### config.mk
export PLATFORM = sky130hd
export DESIGN_NAME = asp_port
export DESIGN_NICKNAME = d
export VERILOG_FILES = /design/src/asp_port.v
export VERILOG_INCLUDE_DIRS = /design/src /design/src/src
export SDC_FILE = /design/constraint.sdc
export NUM_CORES = 1
export LEC_CHECK = 0
export BUFFER_PORTS_ARGS = -buffer_cell sky130_fd_sc_hd__buf_4
export CAP_MARGIN = 25
export CORE_MARGIN = 4
export CORE_UTILIZATION = 40
export CTS_BUF_LIST = sky130_fd_sc_hd__clkbuf_8
export DETAILED_ROUTE_END_ITERATION = 16
export PLACE_DENSITY_LB_ADDON = 0.25
export SYNTH_ARGS = -nofsm -noshare
export SYNTH_HDL_FRONTEND = slang
export SYNTH_SLANG_ARGS = --single-unit
export TNS_END_PERCENT = 10
### constraint.sdc
create_clock -name clk -period 4.55 [get_ports clk]
set_clock_uncertainty 0.2 [all_clocks]
set_input_delay 0.91 -clock clk [delete_from_list [all_inputs] [get_ports clk]]
set_output_delay 0.91 -clock clk [all_outputs]
set_load 0.02 [all_outputs]
### src/asp_defs.vh
`ifndef ASP_DEFS_VH
`define ASP_DEFS_VH

// command byte and register widths
`define ASP_CMD_W 8
`define ASP_DATA_W 16

// command byte fields
`define ASP_CMD_RDY_BIT 7
`define ASP_CMD_SEL_HI 5
`define ASP_CMD_SEL_LO 4
`define ASP_CMD_RD_BIT 3

// register select codes
`define ASP_SEL_CMD 2'h0
`define ASP_SEL_SETUP 2'h1
`define ASP_SEL_DATA 2'h2
`define ASP_SEL_NONE 2'h3

// reset values
`define ASP_CMD_RST 8'h00
`define ASP_SETUP_RST 8'h00
`define ASP_DATA_RST 16'h0000

// run of ones that resets the port, in serial clocks
`define ASP_ONES_RUN 6'h20

// byte and word lengths in serial clocks
`define ASP_LEN_BYTE 5'h08
`define ASP_LEN_WORD 5'h10

`endif

### src/asp_port.v
`timescale 1ns/1ps
`default_nettype none
`include "asp_defs.vh"

module asp_port #(
   parameter DW = `ASP_DATA_W
)(
   // clock and reset
   input wire clk,
   input wire rst_n,
   // serial pins
   input wire cs_n,
   input wire sclk,
   input wire din,
   output reg dout,
   output reg dout_oe,
   output reg sample_ready_n,
   // conversion word stream
   input wire word_valid,
   input wire [DW-1:0] word_data,
   output reg word_ready,
   // register contents to the converter
   output reg [`ASP_CMD_W-1:0] cmd_q,
   output reg [`ASP_CMD_W-1:0] setup_q
);

   // phase states
   localparam [2:0] ST_CMD = 3'b001;
   localparam [2:0] ST_WR = 3'b010;
   localparam [2:0] ST_RD = 3'b100;

   // access length in serial clocks for a register select
   function [4:0] acc_len;
      input [1:0] s;
      begin
         acc_len = (s == `ASP_SEL_DATA) ? `ASP_LEN_WORD : `ASP_LEN_BYTE;
      end
   endfunction

   // pin synchronisers, third stage only for edge detection
   reg sclk_s1, sclk_s2, sclk_s3;
   reg cs_s1, cs_s2;
   reg din_s1, din_s2;
   always @(posedge clk or negedge rst_n)
   begin
      if (!rst_n)
      begin
         sclk_s1 <= 1'b1;
         sclk_s2 <= 1'b1;
         sclk_s3 <= 1'b1;
         cs_s1 <= 1'b1;
         cs_s2 <= 1'b1;
         din_s1 <= 1'b0;
         din_s2 <= 1'b0;
      end
      else
      begin
         sclk_s1 <= sclk;
         sclk_s2 <= sclk_s1;
         sclk_s3 <= sclk_s2;
         cs_s1 <= cs_n;
         cs_s2 <= cs_s1;
         din_s1 <= din;
         din_s2 <= din_s1;
      end
   end

   wire sclk_rise = sclk_s2 & ~sclk_s3;
   wire sclk_fall = ~sclk_s2 & sclk_s3;

   // two-entry buffer for conversion words
   reg [DW-1:0] buf_mem [0:1];
   reg buf_wp_r, buf_rp_r;
   reg [1:0] buf_cnt_r;
   reg [1:0] buf_cnt_nxt;
   wire buf_push = word_valid & word_ready;
   wire buf_pop;
   always @*
   begin
      buf_cnt_nxt = buf_cnt_r;
      if (buf_push && !buf_pop)
         buf_cnt_nxt = buf_cnt_r + 2'h1;
      else if (buf_pop && !buf_push)
         buf_cnt_nxt = buf_cnt_r - 2'h1;
   end

   // buffer pointers; ready drops when both entries are taken
   always @(posedge clk or negedge rst_n)
   begin
      if (!rst_n)
      begin
         buf_wp_r <= 1'b0;
         buf_rp_r <= 1'b0;
         buf_cnt_r <= 2'h0;
         word_ready <= 1'b0;
      end
      else
      begin
         if (buf_push)
            buf_wp_r <= ~buf_wp_r;
         if (buf_pop)
            buf_rp_r <= ~buf_rp_r;
         buf_cnt_r <= buf_cnt_nxt;
         word_ready <= (buf_cnt_nxt != 2'h2);
      end
   end

   // buffer storage, no reset needed
   always @(posedge clk)
   begin
      if (buf_push)
         buf_mem[buf_wp_r] <= word_data;
   end

   // serial engine state
   reg [2:0] state_r;
   reg [1:0] sel_r;
   reg [4:0] bit_cnt_r;
   reg [5:0] ones_r;
   reg [DW-1:0] in_sh_r;
   reg [DW-1:0] out_sh_r;
   reg [DW-1:0] data_r;
   reg upd_r;

   // bits in on din, out on dout
   wire [DW-1:0] in_word = {in_sh_r[DW-2:0], din_s2};
   wire [4:0] len_now = acc_len(sel_r);
   wire ones_hit = din_s2 && (ones_r == `ASP_ONES_RUN - 6'h01);

   // a result read in progress holds off the next update
   wire data_rd_busy = (state_r == ST_RD) && (sel_r == `ASP_SEL_DATA) && !cs_s2;
   assign buf_pop = upd_r;

   // readback word, left aligned so the msb leaves first
   reg [DW-1:0] rd_word;
   reg [`ASP_CMD_W-1:0] new_cmd;
   always @*
   begin
      new_cmd = in_word[`ASP_CMD_W-1:0];
      rd_word = {DW{1'b0}};
      case (new_cmd[`ASP_CMD_SEL_HI:`ASP_CMD_SEL_LO])
         `ASP_SEL_CMD: rd_word[DW-1:DW-8] = {sample_ready_n, new_cmd[6:0]};
         `ASP_SEL_SETUP: rd_word[DW-1:DW-8] = setup_q;
         `ASP_SEL_DATA: rd_word = data_r;
         default: rd_word = {DW{1'b0}};
      endcase
   end

   // main serial engine, ready flag and result update
   always @(posedge clk or negedge rst_n)
   begin
      if (!rst_n)
      begin
         state_r <= ST_CMD;
         sel_r <= `ASP_SEL_CMD;
         bit_cnt_r <= 5'h00;
         ones_r <= 6'h00;
         in_sh_r <= {DW{1'b0}};
         out_sh_r <= {DW{1'b0}};
         data_r <= `ASP_DATA_RST;
         upd_r <= 1'b0;
         sample_ready_n <= 1'b1;
         cmd_q <= `ASP_CMD_RST;
         setup_q <= `ASP_SETUP_RST;
      end
      else
      begin
         // raise sample_ready_n one cycle ahead of the load, drop it with the load
         if (upd_r)
         begin
            data_r <= buf_mem[buf_rp_r];
            upd_r <= 1'b0;
            sample_ready_n <= 1'b0;
         end
         else if (buf_cnt_r != 2'h0 && !data_rd_busy)
         begin
            upd_r <= 1'b1;
            sample_ready_n <= 1'b1;
         end
         if (cs_s2)
         begin
            bit_cnt_r <= 5'h00;
            ones_r <= 6'h00;
         end
         else if (sclk_rise)
         begin
            ones_r <= din_s2 ? ones_r + 6'h01 : 6'h00;
            // run of ones resets the port
            if (ones_hit)
            begin
               state_r <= ST_CMD;
               bit_cnt_r <= 5'h00;
               ones_r <= 6'h00;
            end
            else
            begin
               // din taken on the rising edge
               case (state_r)
                  ST_CMD:
                  begin
                     in_sh_r <= in_word;
                     bit_cnt_r <= bit_cnt_r + 5'h01;
                     if (bit_cnt_r == `ASP_LEN_BYTE - 5'h01)
                     begin
                        cmd_q <= new_cmd;
                        sel_r <= new_cmd[`ASP_CMD_SEL_HI:`ASP_CMD_SEL_LO];
                        bit_cnt_r <= 5'h00;
                        if (new_cmd[`ASP_CMD_RD_BIT])
                        begin
                           state_r <= ST_RD;
                           out_sh_r <= rd_word;
                        end
                        else
                           state_r <= ST_WR;
                     end
                  end
                  ST_WR:
                  begin
                     in_sh_r <= in_word;
                     bit_cnt_r <= bit_cnt_r + 5'h01;
                     if (bit_cnt_r == len_now - 5'h01)
                     begin
                        state_r <= ST_CMD;
                        bit_cnt_r <= 5'h00;
                        // only setup is writable besides command
                        if (sel_r == `ASP_SEL_SETUP)
                           setup_q <= in_word[`ASP_CMD_W-1:0];
                        else if (sel_r == `ASP_SEL_CMD)
                           cmd_q <= in_word[`ASP_CMD_W-1:0];
                     end
                  end
                  ST_RD:
                  begin
                     bit_cnt_r <= bit_cnt_r + 5'h01;
                     if (bit_cnt_r == len_now - 5'h01)
                     begin
                        state_r <= ST_CMD;
                        bit_cnt_r <= 5'h00;
                        if (sel_r == `ASP_SEL_DATA && !upd_r)
                           sample_ready_n <= 1'b1;
                     end
                  end
                  default:
                  begin
                     state_r <= ST_CMD;
                     bit_cnt_r <= 5'h00;
                  end
               endcase
            end
         end
         // dout moves on the falling edge after a bit was taken
         else if (sclk_fall && state_r == ST_RD && bit_cnt_r != 5'h00)
            out_sh_r <= {out_sh_r[DW-2:0], 1'b0};
      end
   end

   // output pin drive
   always @(posedge clk or negedge rst_n)
   begin
      if (!rst_n)
      begin
         dout <= 1'b0;
         dout_oe <= 1'b0;
      end
      else
      begin
         // msb stands as soon as cs_n falls in a read
         dout_oe <= !cs_s2 && (state_r == ST_RD);
         dout <= (!cs_s2 && state_r == ST_RD) ? out_sh_r[DW-1] : 1'b0;
      end
   end

endmodule // asp_port
`default_nettype wire

==> results.yml, run 1 <==
die:
  die_h_microns: 120
  start_util: 0.413
  rows: 40
  io_pins: 42
  die-area_sq_um: 14400
  dieWidth_microns: 120
  core_area_sq_um: 12200
critical_path:
  cp-end-kind: "register"
  critical_path_class: "reg2reg"
  required_ps: 4660
  regToRegSetupSlack_ps: 2180
  path_cells: "ha_1, nor4bb_1, nor2b_4, a41oi_2, buf_8, a211oi_1, a21oi_1"
  reg2reg_to: "out_sh_r[11]"
  critPathMaxFanout: 25
  rr_worst_depth: 7
  rr_startpoint: "bit_cnt_r[1]"
  slowest_delay_ps: 390
  timing.critical_path.from_type: "register"
  setup.worst_path.end: "out_sh_r[11]"
  crit_start: "bit_cnt_r[1]"
  cp_slowest_cell: "dfrtp_1"
  crit_arrival_ps: 2480
placement:
  gp_congestion: 0.799
  hpwl_microns: 6150
  dpl.cell_count: 585
  io_buffers: 41
  pre_cts_ws_ps: 2190
cts:
  cts-resized-gates: 0
  hold_buffers: 0
  clk_latency_ps: 430
  clk_path_buf_depth: 2
  cts_root_buf: "clkbuf_8"
  cts_tree: "built"
  cts_sinks: 119
  path_clk_slew_ps: 70
  cts_buffers: 17
  ctsHtreeMaxLevel: 4
  cts_setup_buffers: 0
global_routing:
  grt_pass1_wl_microns: 15300
  antenna_found_initial: 0
  grt_pass1_vias: 3025
  track_usage: 0.137
  gr-total-overflow: 0
  grt_max_degree: 49
layout:
  fillers: 1048
  instances_no_fill: 617
  layout-drive-gt1-share: 0.272
  finish.utilization: 0.485
  syn_to_final_growth_pct: 17.5
  layout_commonest_cell: "dfrtp_1"
  nets: 462
  diodes: 0
  final_cell_mix: "dfrtp_1, buf_4, edfxtp_1"
sta:
  timing.hold.ws_ps: 154
  hold_viol: 0
  slew_viol_final: 0
  fin_tns_setup_ps: 0
  timing.slew.headroom: 0.395
  worst_slack_ps: 2180
  min_period_ps: 2370
  timing.fmax_mhz: 422
  finalCritPeriodShare: 0.521
  setup_violations: 0
  grt_setup_unrepaired: "false"
  worst_pin_slew_ps: 907
logic_synthesis:
  synth_nets: 416
  ys_seq_elements: 119
  syn_inst: 390
  syn-cell-area_sq_um: 5020
  ys_warn_count: 0
  synthFlopType: "dfrtp_1"
  ys_seq_area_frac: 0.626
  syn_area_per_cell_sq_um: 12.9
  synth_edf_count: 32
  async_reset_ff_frac: 0.731
  ys_types: 55
routing:
  via_count: 3080
  drtPass1Iterations: 4
  drc: 0
  drt-initial-drc-count: 215
  wl_per_cell_microns: 14.6
  antenna_left: 0
  drt-vias-per-instance: 4.99
  routed_wl_microns: 9020
pwr:
  power.density_nw_per_um2: 494
  power_leakage_uw: 0.00253
  ir_worst_vdd_v: 0.000268
flow_run:
  cap_viol_max_count: 0
outcome:
  outcome: "complete, no violations"
hold_path:
  min_path_type: "reg2reg"
[sequential cells by signal (all words and copies together), names as in the netlist, 3 cells and up]
register   count
buf_mem       32
data_r        16
out_sh_r      16
cmd_q          8
setup_q        8
in_sh_r        7
ones_r         6
bit_cnt_r      5
state_r        3
[report_power, final]
group | total [uW] | internal, uW | switching (uW)
Combinational | 495 | 230 | 265
Sequential | 1490 | 1310 | 178
Clock | 930 | 512 | 418
[worst min-delay path by stage]
stage                start  slack, ps  cells past startpoint      to
floorplan           din_s1        130                      0  din_s2
global placement    din_s1        140                      0  din_s2
detailed placement  din_s1        140                      0  din_s2
CTS                 din_s1        160                      0  din_s2
global route         cs_s1        170                      0   cs_s2
finish              din_s1        150                      0  din_s2
[Yosys cell counts, types with 6 or more instances]
cell / number / area (sq um)
nand2_1: 31 / 116
a22oi_1: 7 / 52.6
o21ai_0: 25 / 125
mux2i_1: 21 / 210
mux2_2: 27 / 304
clkbuf_1: 10 / 37.5
a21oi_1: 25 / 125
edfxtp_1: 32 / 961
nand3_1: 6 / 30.0
dfrtp_1: 80 / 2000
dfstp_2: 7 / 184
inv_1: 7 / 26.3
nor2_1: 22 / 82.6
nor2b_1: 8 / 50.1
[layer usage]
| metal | part of all wire | GRT usage |
|---|---|---|
| met1 | 0.47 | 0.181 |
| met2 | 0.47 | 0.200 |
| met3 | 0.044 | 0.0528 |
| met4 | 0.020 | 0.0616 |
| met5 | 0 | 0 |
[final cells by class]
type	instances	area, sq um	share of cell area
clock buffers	19	262	0.0443
inverters	7	26.3	0.00445
clock inverters	13	133	0.0225
multi-input cells	245	1750	0.297
repair buffers	46	373	0.0632
flip-flops and latches	119	3150	0.533
well taps	168	210	0.0356
[critical path, delay by kind of cell (launching register included)]
kind / cells / cell delay, ps
AOI/OAI and AO/OA: 3 / 550
buffers and inverters: 1 / 250
DFF: 1 / 390
adders and majority gates: 1 / 240
and+or+nand+nor: 2 / 610
[kinds of logic (layout without fill, tap and decap cells)]
kind of cell	count (synthesis)	after routing	synth area share
and+or+nand+nor	100	100	0.113
xor gates and xnor gates	8	8	0.0139
AOI/OAI and AO/OA	85	85	0.109
buffers and inverters	26	85	0.0249
muxes	48	48	0.102
adders and majority gates	4	4	0.00996
DFF	119	119	0.626
[metrics by stage]
step,power (uW),cell area [sq um]
detailed placement,2010,5510
floorplan,1840,5020
CTS,2960,5900
finish,2910,5900
global route,3090,5900
global placement,2000,5470
(Power assumes the default switching activity.)
==> run 2, diff against run 1 <==
--- a/config.mk
+++ b/config.mk
@@ -6,6 +6,7 @@
 export SDC_FILE = /design/constraint.sdc
 export NUM_CORES = 1
 export LEC_CHECK = 0
+export ABC_AREA = 1
 export BUFFER_PORTS_ARGS = -buffer_cell sky130_fd_sc_hd__buf_4
 export CAP_MARGIN = 25
 export CORE_MARGIN = 4
==> constraint.sdc (replaced) <==
create_clock -name clk -period 2.2 [get_ports clk]
set_clock_uncertainty 0.2 [all_clocks]
set_input_delay 0.44 -clock clk [delete_from_list [all_inputs] [get_ports clk]]
set_output_delay 0.44 -clock clk [all_outputs]
set_load 0.02 [all_outputs]
==> results.yml, run 2 <==
pwr:
  power.density_nw_per_um2: 1050
  power_leakage_uw: 0.00301
  ir_worst_vdd_v: 0.000562
  totalPowerFinal_uw: 6720
logic_synthesis:
  yosys.area_share.xor_xnor: 0.0118
  synth_common_cells: "nand2_1, dfrtp_1, nand3_1"
  synth_top_family_by_area: "simple AND/OR/NAND/NOR gates"
  synth_mux_area_frac: 0
  ys_warn_count: 0
  yosysMostFrequentCell: "nand2_1"
  ys_types: 35
  synth_nets: 568
  synthFlopType: "dfrtp_1"
  yosysTopAreaCell: "dfrtp_1"
  yosysTopAreaCellShare: 0.385
  synth.area.top_cells: "dfrtp_1, edfxtp_1, nand2_1"
  synth_compound_area_frac: 0.0879
  synth-simple-area-share: 0.231
  async_reset_ff_frac: 0.731
  syn-cell-area_sq_um: 5200
  syn_inst: 542
  ys_seq_elements: 119
  synth_edf_count: 32
  yosys.area_share.adder: 0.00963
  ys_seq_area_frac: 0.605
  syn_area_per_cell_sq_um: 9.59
critical_path:
  crit_arrival_ps: 2080
  critical_path_class: "reg2reg"
  cp-end-kind: "register"
  critPathMaxFanout: 17
  timing.critical_path.from_type: "register"
  required_ps: 2320
layout:
  final_cell_mix: "nand2_1, dfrtp_1, buf_4"
  regMostFlops: "buf_mem"
  diodes: 0
  nets: 649
  fillers: 1196
  largest_reg_flops: 32
  layout_commonest_cell: "nand2_1"
  layout-drive-gt1-share: 0.192
  top_regs: "buf_mem x32, data_r x16, out_sh_r x16"
  fin_area_sq_um: 6390
  syn_to_final_growth_pct: 22.9
sta:
  min_period_ps: 1950
  finalCritPeriodShare: 0.889
  timing.hold.ws_ps: 165
  setup_violations: 0
  worst_pin_slew_ps: 541
  timing.fmax_mhz: 512
  slew_viol_final: 0
  timing.slew.headroom: 0.639
  grt_setup_unrepaired: "false"
  worst_slack_ps: 245
  hold_viol: 0
  fin_tns_setup_ps: 0
cts:
  cts_root_buf: "clkbuf_8"
  cts_setup_buffers: 0
  ctsHtreeMaxLevel: 4
  cts-resized-gates: 0
  clk_path_buf_depth: 2
  cts_sinks: 119
  cts_buffers: 17
  clk_latency_ps: 430
  cts_tree: "built"
  path_clk_slew_ps: 70
global_routing:
  gr-total-overflow: 0
  grt_pass1_vias: 3751
  grt_pass1_wl_microns: 18300
  grt_max_degree: 40
  track_usage: 0.158
  antenna_found_initial: 0
routing:
  routed_wl_microns: 10600
  drt-vias-per-instance: 4.78
  wl_met3_microns: 473
  via_count: 3861
  wl_per_cell_microns: 13.1
  route.met2.wl_microns: 4840
  drtPass1Iterations: 5
  drt-initial-drc-count: 278
  top_layer: "met4"
  wl_met1_microns: 5020
  antenna_left: 0
  drc: 0
placement:
  pre_cts_ws_ps: 260
  io_buffers: 41
  gp_congestion: 0.843
  dpl_cell_area_sq_um: 5770
  hpwl_microns: 7500
die:
  die_h_microns: 122
  rows: 41
  die-area_sq_um: 14900
  dieWidth_microns: 122
  core_area_sq_um: 12700
  start_util: 0.410
  io_pins: 42
flow_run:
  cap_viol_max_count: 0
hold_path:
  min_path_type: "reg2reg"
outcome:
  outcome: "complete, no violations"
[run 2: cell count changes after synthesis, sizes merged, moves of 6 or more]
cell,previous run,this run
inv,7,55
nand3,6,55
nor2b,9,0
mux2,27,0
mux2i,21,0
a31oi,0,7
a21oi,26,5
a22oi,7,0
o22ai,0,11
nor2,22,42
o21bai,2,8
o21ai,29,42
nand2,31,158
[run 2: kinds of logic (layout without fill, tap and decap cells)]
| family | count (synthesis) | in the layout |
|---|---|---|
| fa+ha+maj | 4 | 4 |
| xor+xnor | 7 | 7 |
| flops | 119 | 119 |
| compound gates | 75 | 75 |
| simple gates | 268 | 268 |
| buf+inv | 69 | 163 |
[run 2: power by group]
group | switching, uW | internal, uW | leakage, uW | total [uW]
Sequential | 264 | 2760 | 0.00142 | 3030
Combinational | 1050 | 570 | 0.00136 | 1610
Clock | 853 | 1220 | 0.000224 | 2070
[run 2: per-stage QoR]
step / utilization / cells
6_report: 0.504 / 808
3_5_place_dp: 0.455 / 756
5_1_grt: 0.504 / 808
3_3_place_gp: 0.455 / 756
2_1_floorplan: - / 542
4_1_cts: 0.504 / 808
[run 2: worst paths after layout]
kind	from	endpoint	slack, ps	cells past startpoint
setup reg to reg	ones_r[0]	out_sh_r[15]	250	10
hold reg to reg	cs_s1	cs_s2	160	0
min in group asynchronous	rst_n	word_ready	330	2
max in group asynchronous	rst_n	sample_ready_n	880	3
setup / recovery	ones_r[0]	out_sh_r[15]	250	10
hold / removal	cs_s1	cs_s2	160	0
[run 2: area by class of cell]
cell class / instances / area [sq um] / share of cell area
Inverter: 56 / 210 / 0.0329
Timing Repair Buffer: 75 / 626 / 0.0980
Tap cell: 172 / 215 / 0.0337
Multi-Input combinational cell: 354 / 1770 / 0.277
Sequential cell: 119 / 3150 / 0.493
Clock buffer: 17 / 234 / 0.0366
Clock inverter: 15 / 186 / 0.0292
[run 2: routing by layer]
layer  up-vias  track usage
met1      1802        0.211
met5         -            0
met2        93        0.239
met3        17       0.0441
met4         0       0.0735
li1       1949            -
[run 2: critical path, stage by stage, from the launching register on]
cell	delay, ps
dfrtp_1	400
ha_1	210
nand2_1	100
nor2_2	140
nand3_4	120
nand2_2	130
inv_2	70
nand2_4	180
nand2_4	160
nand2_1	100
nand2_1	50
[run 2: timing repair]
action / CTS / global route
endpoints found under the setup margin: 0 / 0
hold buffers: 20 / 0
hold endpoints to repair: 67 / 0
